File: config.mk
export PLATFORM = sky130hd
export DESIGN_NAME = cpms_top
export DESIGN_NICKNAME = d
export VERILOG_FILES = /design/src/rtl/cpms_pkg.sv /design/src/rtl/cpms_wake_if.sv /design/src/rtl/cpms_top.sv /design/src/rtl/cpms_wake.sv
export SDC_FILE = /design/constraint.sdc
export NUM_CORES = 1
export LEC_CHECK = 0
export BUFFER_PORTS_ARGS = -buffer_cell sky130_fd_sc_hd__buf_2
export CORE_UTILIZATION = 49
export CTS_CLUSTER_DIAMETER = 150
export DETAILED_ROUTE_END_ITERATION = 8
export GPL_TIMING_DRIVEN = 0
export HOLD_SLACK_MARGIN = 0.08
export PLACE_DENSITY = 0.75
export SETUP_SLACK_MARGIN = 0.2
export SLEW_MARGIN = 20
export SYNTH_ARGS = -nofsm -noshare
export SYNTH_HDL_FRONTEND = slang
export SYNTH_SLANG_ARGS = --single-unit
File: constraint.sdc
create_clock -name clk -period 2.2 [get_ports clk]
set_clock_uncertainty 0.05 [all_clocks]
set_input_delay 0.11 -clock clk [delete_from_list [all_inputs] [get_ports clk]]
set_output_delay 0.11 -clock clk [all_outputs]
set_load 0.02 [all_outputs]
File: src/rtl/cpms_pkg.sv
// package: modes, register map and field layout of the power mode sequencer
package cpms_pkg;
    // chip power modes
    typedef enum logic [2:0] {
        CPMS_RUN,
        CPMS_WAIT,
        CPMS_STOP,
        CPMS_VLP_RUN,
        CPMS_VLP_WAIT,
        CPMS_VLP_STOP
    } cpms_mode_e;

    localparam int          CPMS_ADDR_W     = 4;
    localparam int          CPMS_DATA_W     = 8;
    localparam logic [3:0]  CPMS_CTRL_OFS   = 4'h0;  // control register
    localparam logic [3:0]  CPMS_STAT_OFS   = 4'h4;  // status register
    localparam int          CPMS_CTRL_VLP_B = 0;     // ctrl: request very-low-power run
    localparam logic [7:0]  CPMS_CTRL_RST   = 8'h00; // ctrl reset value
    localparam logic [7:0]  CPMS_RD_ZERO    = 8'h00; // unmapped / reserved read value
    localparam logic [2:0]  CPMS_MODE_RUN   = 3'h0;  // status code of normal run
    localparam logic [2:0]  CPMS_MODE_WAIT  = 3'h1;
    localparam logic [2:0]  CPMS_MODE_STOP  = 3'h2;
    localparam logic [2:0]  CPMS_MODE_VRUN  = 3'h3;
    localparam logic [2:0]  CPMS_MODE_VWAIT = 3'h4;
    localparam logic [2:0]  CPMS_MODE_VSTOP = 3'h5;
    localparam int          CPMS_STAT_MODE_LSB = 0;  // stat[2:0]: current mode code
    localparam int          CPMS_FLASH_SLOW_KHZ = 1000; // reduced flash access rate
endpackage

File: src/rtl/cpms_wake_if.sv
// interface: wake handshake between sequencer and async wake-up detector
`timescale 1ns/1ps
interface cpms_wake_if;
    logic arm;        // wake-up controller primed (stop modes)
    logic stop_wake;  // synchronised wake request while armed

    modport seq  (output arm, input  stop_wake);
    modport wake (input  arm, output stop_wake);
endinterface

File: src/rtl/cpms_top.sv
// top: chip power mode sequencer with run, wait, stop and low-power variants
//
// The address-and-strobe port and the register addresses were decided locally.
`timescale 1ns/1ps
// Functional notes
// - reset lands in normal run, regulator full
// - only the sleep instruction enters wait/stop
// - normal wait: core sleeps, peripherals clocked, interrupt wakes
// - normal stop: clocks gated, state kept, lvd on
// - stop: controller off, async detector wakes chip
// - vlp run: low regulator, slow flash, lvd off
// - pin states held in every wait and stop mode
// - each run mode has wait and stop
// - vlp wait: like vlp run, core sleeps
// - vlp stop: static, lvd off, async wake
module cpms_top
    import cpms_pkg::*;
(
    input  wire logic                   clk,
    input  wire logic                   rst_b,
    input  wire logic                   wait_for_irq_instruction, // one-cycle pulse from core
    input  wire logic                   deep_sleep,      // core deep-sleep indication
    input  wire logic                   irq_pending,     // nested_irq_controller request
    input  wire logic                   async_wake,      // raw async_wakeup_controller line
    input  wire logic [CPMS_ADDR_W-1:0] addr,
    input  wire logic [CPMS_DATA_W-1:0] wdata,
    input  wire logic                   wr,
    input  wire logic                   rd,
    output logic      [CPMS_DATA_W-1:0] rdata,
    output logic      [2:0]             mode,            // current mode code
    output logic                        core_clk_en,     // core clock running
    output logic                        periph_clk_en,   // peripheral clocks running
    output logic                        regulator_lp,    // regulator in low-power state
    output logic                        flash_slow,      // reduced-frequency flash access
    output logic                        low_voltage_detect_en,
    output logic                        nested_irq_controller_en,
    output logic                        async_wakeup_controller_en,
    output logic                        io_hold          // pin states frozen
);
    // ------------------------------------------------------------
    // declarations
    // ------------------------------------------------------------
    cpms_mode_e             state_r;     // current power mode
    cpms_mode_e             state_nxt;   // next power mode
    logic [CPMS_DATA_W-1:0] ctrl_r;      // software control register
    logic [CPMS_DATA_W-1:0] rdata_r;     // registered read answer
    logic [2:0]             mode_r;
    logic                   core_clk_r;
    logic                   periph_clk_r;
    logic                   reg_lp_r;
    logic                   flash_slow_r;
    logic                   lvd_r;
    logic                   nested_irq_controller_r;
    logic                   async_wakeup_controller_r;
    logic                   io_hold_r;
    cpms_wake_if            wk ();       // link to the wake detector

    // returns the status code of a mode
    function automatic logic [2:0] mode_code(input cpms_mode_e m);
        unique case (m)
            CPMS_RUN:      mode_code = CPMS_MODE_RUN;
            CPMS_WAIT:     mode_code = CPMS_MODE_WAIT;
            CPMS_STOP:     mode_code = CPMS_MODE_STOP;
            CPMS_VLP_RUN:  mode_code = CPMS_MODE_VRUN;
            CPMS_VLP_WAIT: mode_code = CPMS_MODE_VWAIT;
            default:       mode_code = CPMS_MODE_VSTOP;
        endcase
    endfunction

    // true for the three very-low-power modes
    function automatic logic is_vlp(input cpms_mode_e m);
        is_vlp = (m == CPMS_VLP_RUN) || (m == CPMS_VLP_WAIT) || (m == CPMS_VLP_STOP);
    endfunction

    // true for the two stop modes
    function automatic logic is_stop(input cpms_mode_e m);
        is_stop = (m == CPMS_STOP) || (m == CPMS_VLP_STOP);
    endfunction

    // true for the two wait modes
    function automatic logic is_wait(input cpms_mode_e m);
        is_wait = (m == CPMS_WAIT) || (m == CPMS_VLP_WAIT);
    endfunction

    // ------------------------------------------------------------
    // wake detector
    // ------------------------------------------------------------
    cpms_wake u_wake (
        .clk        (clk),
        .rst_b      (rst_b),
        .async_wake (async_wake),
        .wk         (wk.wake)
    );

    // arm the detector only in stop, so waits use the interrupt controller
    assign wk.arm = async_wakeup_controller_r;

    // ------------------------------------------------------------
    // register port
    // ------------------------------------------------------------
    // control register; vlp request only takes effect from a run mode
    always_ff @(posedge clk or negedge rst_b) begin
        if (!rst_b) begin
            ctrl_r <= CPMS_CTRL_RST;
        end else if (wr && addr == CPMS_CTRL_OFS) begin
            ctrl_r <= wdata;
        end
    end

    // read data appear in the cycle after the strobe and only there
    always_ff @(posedge clk or negedge rst_b) begin
        if (!rst_b) begin
            rdata_r <= CPMS_RD_ZERO;
        end else if (rd && addr == CPMS_CTRL_OFS) begin
            rdata_r <= ctrl_r;
        end else if (rd && addr == CPMS_STAT_OFS) begin
            // status shows the live mode code
            rdata_r <= {5'h00, mode_code(state_r)};
        end else begin
            rdata_r <= CPMS_RD_ZERO;  // unmapped or idle reads zero
        end
    end

    // ------------------------------------------------------------
    // mode sequencing
    // ------------------------------------------------------------
    // next mode; a run mode falls into its own wait or stop
    always_comb begin
        state_nxt = state_r;
        unique case (state_r)
            CPMS_RUN: begin
                if (wait_for_irq_instruction) begin
                    state_nxt = deep_sleep ? CPMS_STOP : CPMS_WAIT;
                end else if (ctrl_r[CPMS_CTRL_VLP_B]) begin
                    state_nxt = CPMS_VLP_RUN;
                end
            end
            CPMS_VLP_RUN: begin
                if (wait_for_irq_instruction) begin
                    state_nxt = deep_sleep ? CPMS_VLP_STOP : CPMS_VLP_WAIT;
                end else if (!ctrl_r[CPMS_CTRL_VLP_B]) begin
                    state_nxt = CPMS_RUN;
                end
            end
            // any interrupt ends a wait
            CPMS_WAIT: begin
                if (irq_pending) begin
                    state_nxt = CPMS_RUN;
                end
            end
            CPMS_VLP_WAIT: begin
                if (irq_pending) begin
                    state_nxt = CPMS_VLP_RUN;
                end
            end
            // stops return only through the async detector
            CPMS_STOP: begin
                if (wk.stop_wake) begin
                    state_nxt = CPMS_RUN;
                end
            end
            CPMS_VLP_STOP: begin
                if (wk.stop_wake) begin
                    state_nxt = CPMS_VLP_RUN;
                end
            end
            default: state_nxt = CPMS_RUN;  // illegal code recovers to run
        endcase
    end

    // mode register; reset always lands in full-power run
    always_ff @(posedge clk or negedge rst_b) begin
        if (!rst_b) begin
            state_r <= CPMS_RUN;
        end else begin
            state_r <= state_nxt;
        end
    end

    // ------------------------------------------------------------
    // mode outputs, registered from the next mode so they track state_r
    // ------------------------------------------------------------
    // the clock source choice in vlp run is software's; this block
    // only drops the regulator and flash rate and turns lvd off
    always_ff @(posedge clk or negedge rst_b) begin
        if (!rst_b) begin
            mode_r       <= CPMS_MODE_RUN;
            core_clk_r   <= 1'b1;
            periph_clk_r <= 1'b1;
            reg_lp_r     <= 1'b0;  // regulator full on
            flash_slow_r <= 1'b0;
            lvd_r        <= 1'b1;
            nested_irq_controller_r       <= 1'b1;
            async_wakeup_controller_r       <= 1'b0;
            io_hold_r    <= 1'b0;
        end else begin
            mode_r       <= mode_code(state_nxt);
            core_clk_r   <= !is_wait(state_nxt) && !is_stop(state_nxt);
            periph_clk_r <= !is_stop(state_nxt);
            reg_lp_r     <= is_vlp(state_nxt);
            flash_slow_r <= is_vlp(state_nxt);
            // lvd stays on in normal stop, off in all vlp modes
            lvd_r        <= !is_vlp(state_nxt);
            nested_irq_controller_r       <= !is_stop(state_nxt);
            async_wakeup_controller_r       <= is_stop(state_nxt);
            // pins frozen in every wait and stop mode so their levels survive
            io_hold_r    <= is_wait(state_nxt) || is_stop(state_nxt);
        end
    end

    assign rdata                      = rdata_r;
    assign mode                       = mode_r;
    assign core_clk_en                = core_clk_r;
    assign periph_clk_en              = periph_clk_r;
    assign regulator_lp               = reg_lp_r;
    assign flash_slow                 = flash_slow_r;
    assign low_voltage_detect_en      = lvd_r;
    assign nested_irq_controller_en   = nested_irq_controller_r;
    assign async_wakeup_controller_en = async_wakeup_controller_r;
    assign io_hold                    = io_hold_r;
endmodule

File: src/rtl/cpms_wake.sv
// async wake-up detector: synchronises the raw wake line, gated by arm
`timescale 1ns/1ps
module cpms_wake
    import cpms_pkg::*;
(
    input  wire logic   clk,
    input  wire logic   rst_b,
    input  wire logic   async_wake,  // raw wake line, no clock relation
    cpms_wake_if.wake   wk
);
    logic sync1_r;  // first stage, read only by sync2_r
    logic sync2_r;  // second stage, safe to use
    logic wake_r;   // armed wake request

    // ------------------------------------------------------------
    // two-flop synchroniser
    // ------------------------------------------------------------
    always_ff @(posedge clk or negedge rst_b) begin
        if (!rst_b) begin
            sync1_r <= 1'b0;
            sync2_r <= 1'b0;
        end else begin
            sync1_r <= async_wake;
            sync2_r <= sync1_r;
        end
    end

    // only an armed detector reports; the interrupt controller is off then
    always_ff @(posedge clk or negedge rst_b) begin
        if (!rst_b) begin
            wake_r <= 1'b0;
        end else begin
            wake_r <= wk.arm & sync2_r;
        end
    end

    assign wk.stop_wake = wake_r;
endmodule

### Yosys cells after proc, flatten, opt, wreduce, memory -nomap -nowiden

Cells that the tools add are included.

* equality and inequality tests: 11
* multiplexer cells: 15
* bitwise gates (word level): 1
* reductions and logical operators: 15

Operators with widths (number)
* 3-bit case mux with 5 select lines: 2
* 3-bit two-way mux: 9
* 3-bit case mux with 6 select lines: 1
* 3-bit by 2-bit == test with 1-bit output, second input constant: 4
* 3-bit == test, second input constant: 4
* 8-bit two-way mux: 1
* 3-bit by 1-bit == test with 1-bit output, second input constant: 2
* 3-bit logical NOT: 2
* 1-bit logical OR: 5
* 4-bit by 3-bit == test with 1-bit output, second input constant: 1
* 1-bit logical AND: 4
* 4-bit logical NOT: 1
* 1-bit logical NOT: 3
* 2-bit two-way mux: 1
* 1-bit AND: 1
* 1-bit two-way mux: 1

* flip-flop bits (word level): 31
* input bits: 20
* logic and storage cells: 55

### Depth between registers and ports, before layout

* word-level depth: 7
* mapped depth: 6
* mapped depth without buffers: 4

### Hierarchy

From an unflattened synthesis, not the netlist that was laid out.

* cells, all modules: 91
* area, all modules: 1276.2 um^2

Modules (own cells, without submodules)
* cpms_top: instances 1, cells each 87, area each 1194.9 um^2, sequential area each 704.4 um^2
* cpms_wake: instances 1, cells each 4, area each 81.3 um^2, sequential area each 75.1 um^2

### Worst setup path after synthesis

Ideal clock, no wire load.

* path type: reg-to-reg
* start point: register state_r[2]
* end point: register async_wakeup_controller_r, in the netlist async_wakeup_controller_en
* library setup time: 0.125 ns
* arrival time: 1.600 ns
* data required time: 2.025 ns
* setup slack: 0.424 ns
* stages on the path, launching flop included: 7
* period minus slack after synthesis: 1.776 ns
* cells stage by stage: dfrtp_1 > buf_6 > or2_4 > a2111oi_4 > or3_1 > buf_6 > mux2_4

RTL lines
* start: declaration: line cpms_top.sv:43 `cpms_mode_e state_r;`
* start signal: assignment: line cpms_top.sv:176 `state_r <= state_nxt;`
* 3-bit == test (tied with other cells): line cpms_top.sv:130 `unique case (state_r)`
* 3-bit case mux with 6 select lines (*): line cpms_top.sv:130
* named net state_nxt[0]: line cpms_top.sv:44 `cpms_mode_e state_nxt;`
* 3-bit by 2-bit == test with 1-bit output or 3-bit == test (tied branches): line cpms_top.sv:77 `is_stop = (m == CPMS_STOP) || (m == CPMS_VLP_STOP);`
* 1-bit logical OR (*): line cpms_top.sv:77
* end signal: assignment: line cpms_top.sv:205 `async_wakeup_controller_r <= is_stop(state_nxt);`
* end: declaration: line cpms_top.sv:54 `logic async_wakeup_controller_r;`

The timed path passes the listed nets; every way through them passes the cells marked *.
A chain may end at the register's enable or synchronous reset.

### Worst setup path in the final report

* start point: register state_r[0]
* end point: register async_wakeup_controller_r, in the netlist async_wakeup_controller_en

* longest elaborated chain between the ends: 5

RTL lines (line)
* 3-bit two-way mux (on tied branches): cpms_top.sv:141, cpms_top.sv:134
* 3-bit two-way mux (on tied branches): cpms_top.sv:139, cpms_top.sv:132
* 3-bit case mux with 6 select lines (*): cpms_top.sv:130
* named net state_nxt[0]: cpms_top.sv:44
* 3-bit by 2-bit == test with 1-bit output or 3-bit == test (tied branches): cpms_top.sv:77
* 1-bit logical OR (*): cpms_top.sv:77

Marked as above.

==> summary.md <==
| Metric | Value |
|---|---|
| Total wire length | between 2000 and 2500 um |
| Initial antenna violation count | 0 |
| Pwr/cell area | between 1000 and 1500 nW/um^2 |
| Compound-Gate Fraction of Synth Area | 0.0927 |
| Top Usage Layer GRT | met2 |
| Startpoint types | flip-flop |
| Actual slew at the worst max-slew pin | about 0.65 ns |
| Hold EP | rdata[0] |
| Cells after Synth | 91 |
| Highest net fanout along the worst path | 7 |
| Root Driver | clkbuf_4 |
| Syn Area/Cell | ~14 sq um |
| Synth Area in Simple Gates | 0.116 |
| Most frequent cell after synthesis | dfrtp_1 |
| Status | completed |
| DR WL/cell | between 10 and 15 um |
| Fin crit share | 0.850 |
| Crit end category | flip-flop |
| Nets | 167 |
| Top post-synthesis cells by count | dfrtp_1, mux2_2, and2_1, nor2_1, mux2i_1 |
| Min-Delay Startpoint | addr[2] |
| Area grow syn2layout | 32.4% |
| Global Route met3 Usage | 0.0776 |
| Family with the most delay on the worst path | simple AND/OR/NAND/NOR gates |
| Resize count post-CTS | 0 |
| Syn Std Cell Area | between 1000 and 1500 sq um |
| CP arrival | roughly 2 ns |
| I/O Pins | 39 |
| Mux cell area share after synthesis | 0.140 |
| Ys Warns | 0 |
| Pre-antenna DRT Iters | 4 |
| Area share of the largest cell type after synthesis | 0.552 |
| Slowest CP cell | dfrtp_1 |
| Non-Filler Instances | about 180 |
| Rel. slew slack | 0.565 |
| Maximum VDD drop | roughly 0.00088 V |
| Slew Viols, Final | 0 |
| Largest cells by area after synthesis | dfrtp_1, mux2_2, dfstp_2, mux2i_1, and2_1 |
| CTS tree | done |
| Core area | approximately 2500 sq um |
| R2R cell count | 5 |
| Main combinational cell family by area after synthesis | multiplexers |
| Die area | approximately 2800 sq um |
| Post-Place Cell Area | between 1000 and 1500 sq um |
| Fin area | approximately 1700 sq um |
| Clock sink count | 31 |
| Netlist cell types | 31 |
| Layout cells sized above 1 | 0.453 |
| R2r endpoint | async_wakeup_controller_en |
| Worst path max stage delay | between 0.4 and 0.5 ns |
| Grt total ovfl | 0 |
| Flop2flop setup slack | ~0.33 ns |
| Final hold viol count | 0 |
| Reg-to-Reg Start | state_r[0] |
| Worst setup path class | flip-flop to flip-flop |
| Worst-path cell chain | or2_4, a2111oi_4, or3_1, buf_6, mux2_4 |
| Worst min path class | input pin to flip-flop |
| Synth Flop Type | dfrtp_1 |
| Worst-Skew Late Latency | about 0.32 ns |
| Max Cap Violations | 0 |
| Die Span Y | around 53 um |
| Ant. Diodes | 0 |
| Vias in the first global route | between 800 and 900 |
| GR Layer Usage met1 | 0.192 |
| IO buf count | 37 |
| P_leak | between 0.8 and 0.9 nW |
| Vias/cell | ~4.9 |
| Min cycle time layout | around 1.9 ns |
| Critical Path RT | about 2.4 ns |
| Num CTS Buffers | 5 |
| DRC Markers | 0 |
| Synth Area in XOR/XNOR | 0 |
| Placer Congestion | a little over 0.8 |
| Largest net degree at the start of global routing | 32 |
| Sequential share of the synthesized area | 0.614 |
| Gr usage total | 0.189 |
| Hold Crit Depth | 3 |
| H-Tree Depth | 2 |
| Number of synthesized flops with an enable pin | 0 |
| Synth Area in Adders | 0 |
| Final setup vio count | 0 |
| Dominant cell type by area after synthesis | dfrtp_1 |
| Site Rows | 18 |
| Placed Cells | about 160 |
| Max Freq | roughly 540 MHz |
| First-pass GRT wire length | about 3600 um |
| Clk pin slew, worst setup/hold paths | roughly 0.090 ns |
| Vias post-DR | 876 |
| Unrepaired setup endpoints after global routing | false |
| WP buf/inv | 1 |
| Post-synthesis register bit count | 31 |
| Starting Density | 0.517 |
| CTS max path bufs | 2 |
| Met2 Use GR | 0.342 |
| Synthesized Nets | approximately 110 |
| Initial drt markers | 16 |
| Final setup TNS | 0 ns |
| Fraction of registers with async set/reset | 1.00 |
| Detail Route Antenna Nets | 0 |
| Die width | 52.9 um |
cell type report:
cell class	count	area, sq um
multi-input cells	54	443
well taps	30	37.5
flip-flops and latches	31	779
fillers	190	774
clock buffers	8	68.8
repair buffers	49	305
plain buffers	6	46.3
state kept, by name, summed over array words and instances (netlist names):
name and count:
u_wake.sync2_r 1, ctrl_r 8, core_clk_en 1, mode 3, u_wake.sync1_r 1, rdata 8, async_wakeup_controller_en 1, state_r 3
nested_irq_controller_en 1, io_hold 1, u_wake.wk.stop_wake 1, flash_slow 1, low_voltage_detect_en 1
worst reg2reg max path, cell delays in order, from the launching register on:
cell	delay (ns)
dfrtp_1	0.46
or2_4	0.29
a2111oi_4	0.36
or3_1	0.18
buf_6	0.13
mux2_4	0.29
kinds of logic after synthesis:
logic type             count (synthesis)
flip-flops                            31
AND/OR/NAND/NOR                       26
AO/OA/AOI/OAI                         12
buffers and inverters                  6
multiplexers                          16
power by group:
part	total [mW]	leakage [nW]	internal, mW	switching, mW
Clock	0.366	0.0386	0.188	0.178
Sequential	0.773	0.394	0.717	0.0559
Combinational	0.718	0.408	0.342	0.377
per-layer routing:
layer	vias up	wire length [um]
li1	426	-
met1	426	900
met2	24	1190
met3	0	114
met4	0	0
met5	-	0
cells in the final DEF (no fill, tap or decap), types with 2 or more instances in the layout:
cell,netlist,routed
nand2_1,3,3
mux2_2,10,10
mux2i_1,5,5
dfrtp_1,28,28
a21oi_1,2,2
buf_6,2,2
clkbuf_8,0,2
nand3b_1,2,2
buf_4,2,2
clkbuf_4,0,5
buf_2,1,38
dlygate4sd3_1,0,12
and2_1,6,6
clkbuf_1,1,2
or2b_1,2,2
dfstp_2,3,3
nor2_1,6,6
or3_1,2,2
repair_timing:
item	4_1_cts	5_1_grt
hold buffers	12	0
hold endpoints to repair	40	0
endpoints found under the setup margin	0	0
setup buffers	0	0
how the worst max path moves through the flow:
| stage | from | to | slack (ns) | cells past startpoint |
|---|---|---|---|---|
| floorplan | state_r[2] | async_wakeup_controller_en | 0.42 | 6 |
| global placement | state_r[2] | async_wakeup_controller_en | 0.36 | 6 |
| detailed placement | state_r[2] | async_wakeup_controller_en | 0.36 | 6 |
| CTS | state_r[2] | async_wakeup_controller_en | 0.34 | 6 |
| global route | state_r[0] | async_wakeup_controller_en | 0.24 | 5 |
| finish | state_r[0] | async_wakeup_controller_en | 0.33 | 5 |
metrics by stage:
step / total power [mW] / setup WS (ns) / utilization / hold slack [ns]
after global routing: 1.98 / 0.237 / 0.685 / 0.133
final: 1.86 / 0.331 / 0.685 / 0.108
after detailed placement: 1.49 / 0.358 / 0.608 / 0.123
after CTS: 1.88 / 0.337 / 0.685 / 0.0839
after global placement: 1.47 / 0.361 / 0.608 / 0.119
after floorplan: 1.31 / 0.424 / - / -0.236
Power figures use the tool's default switching activity.
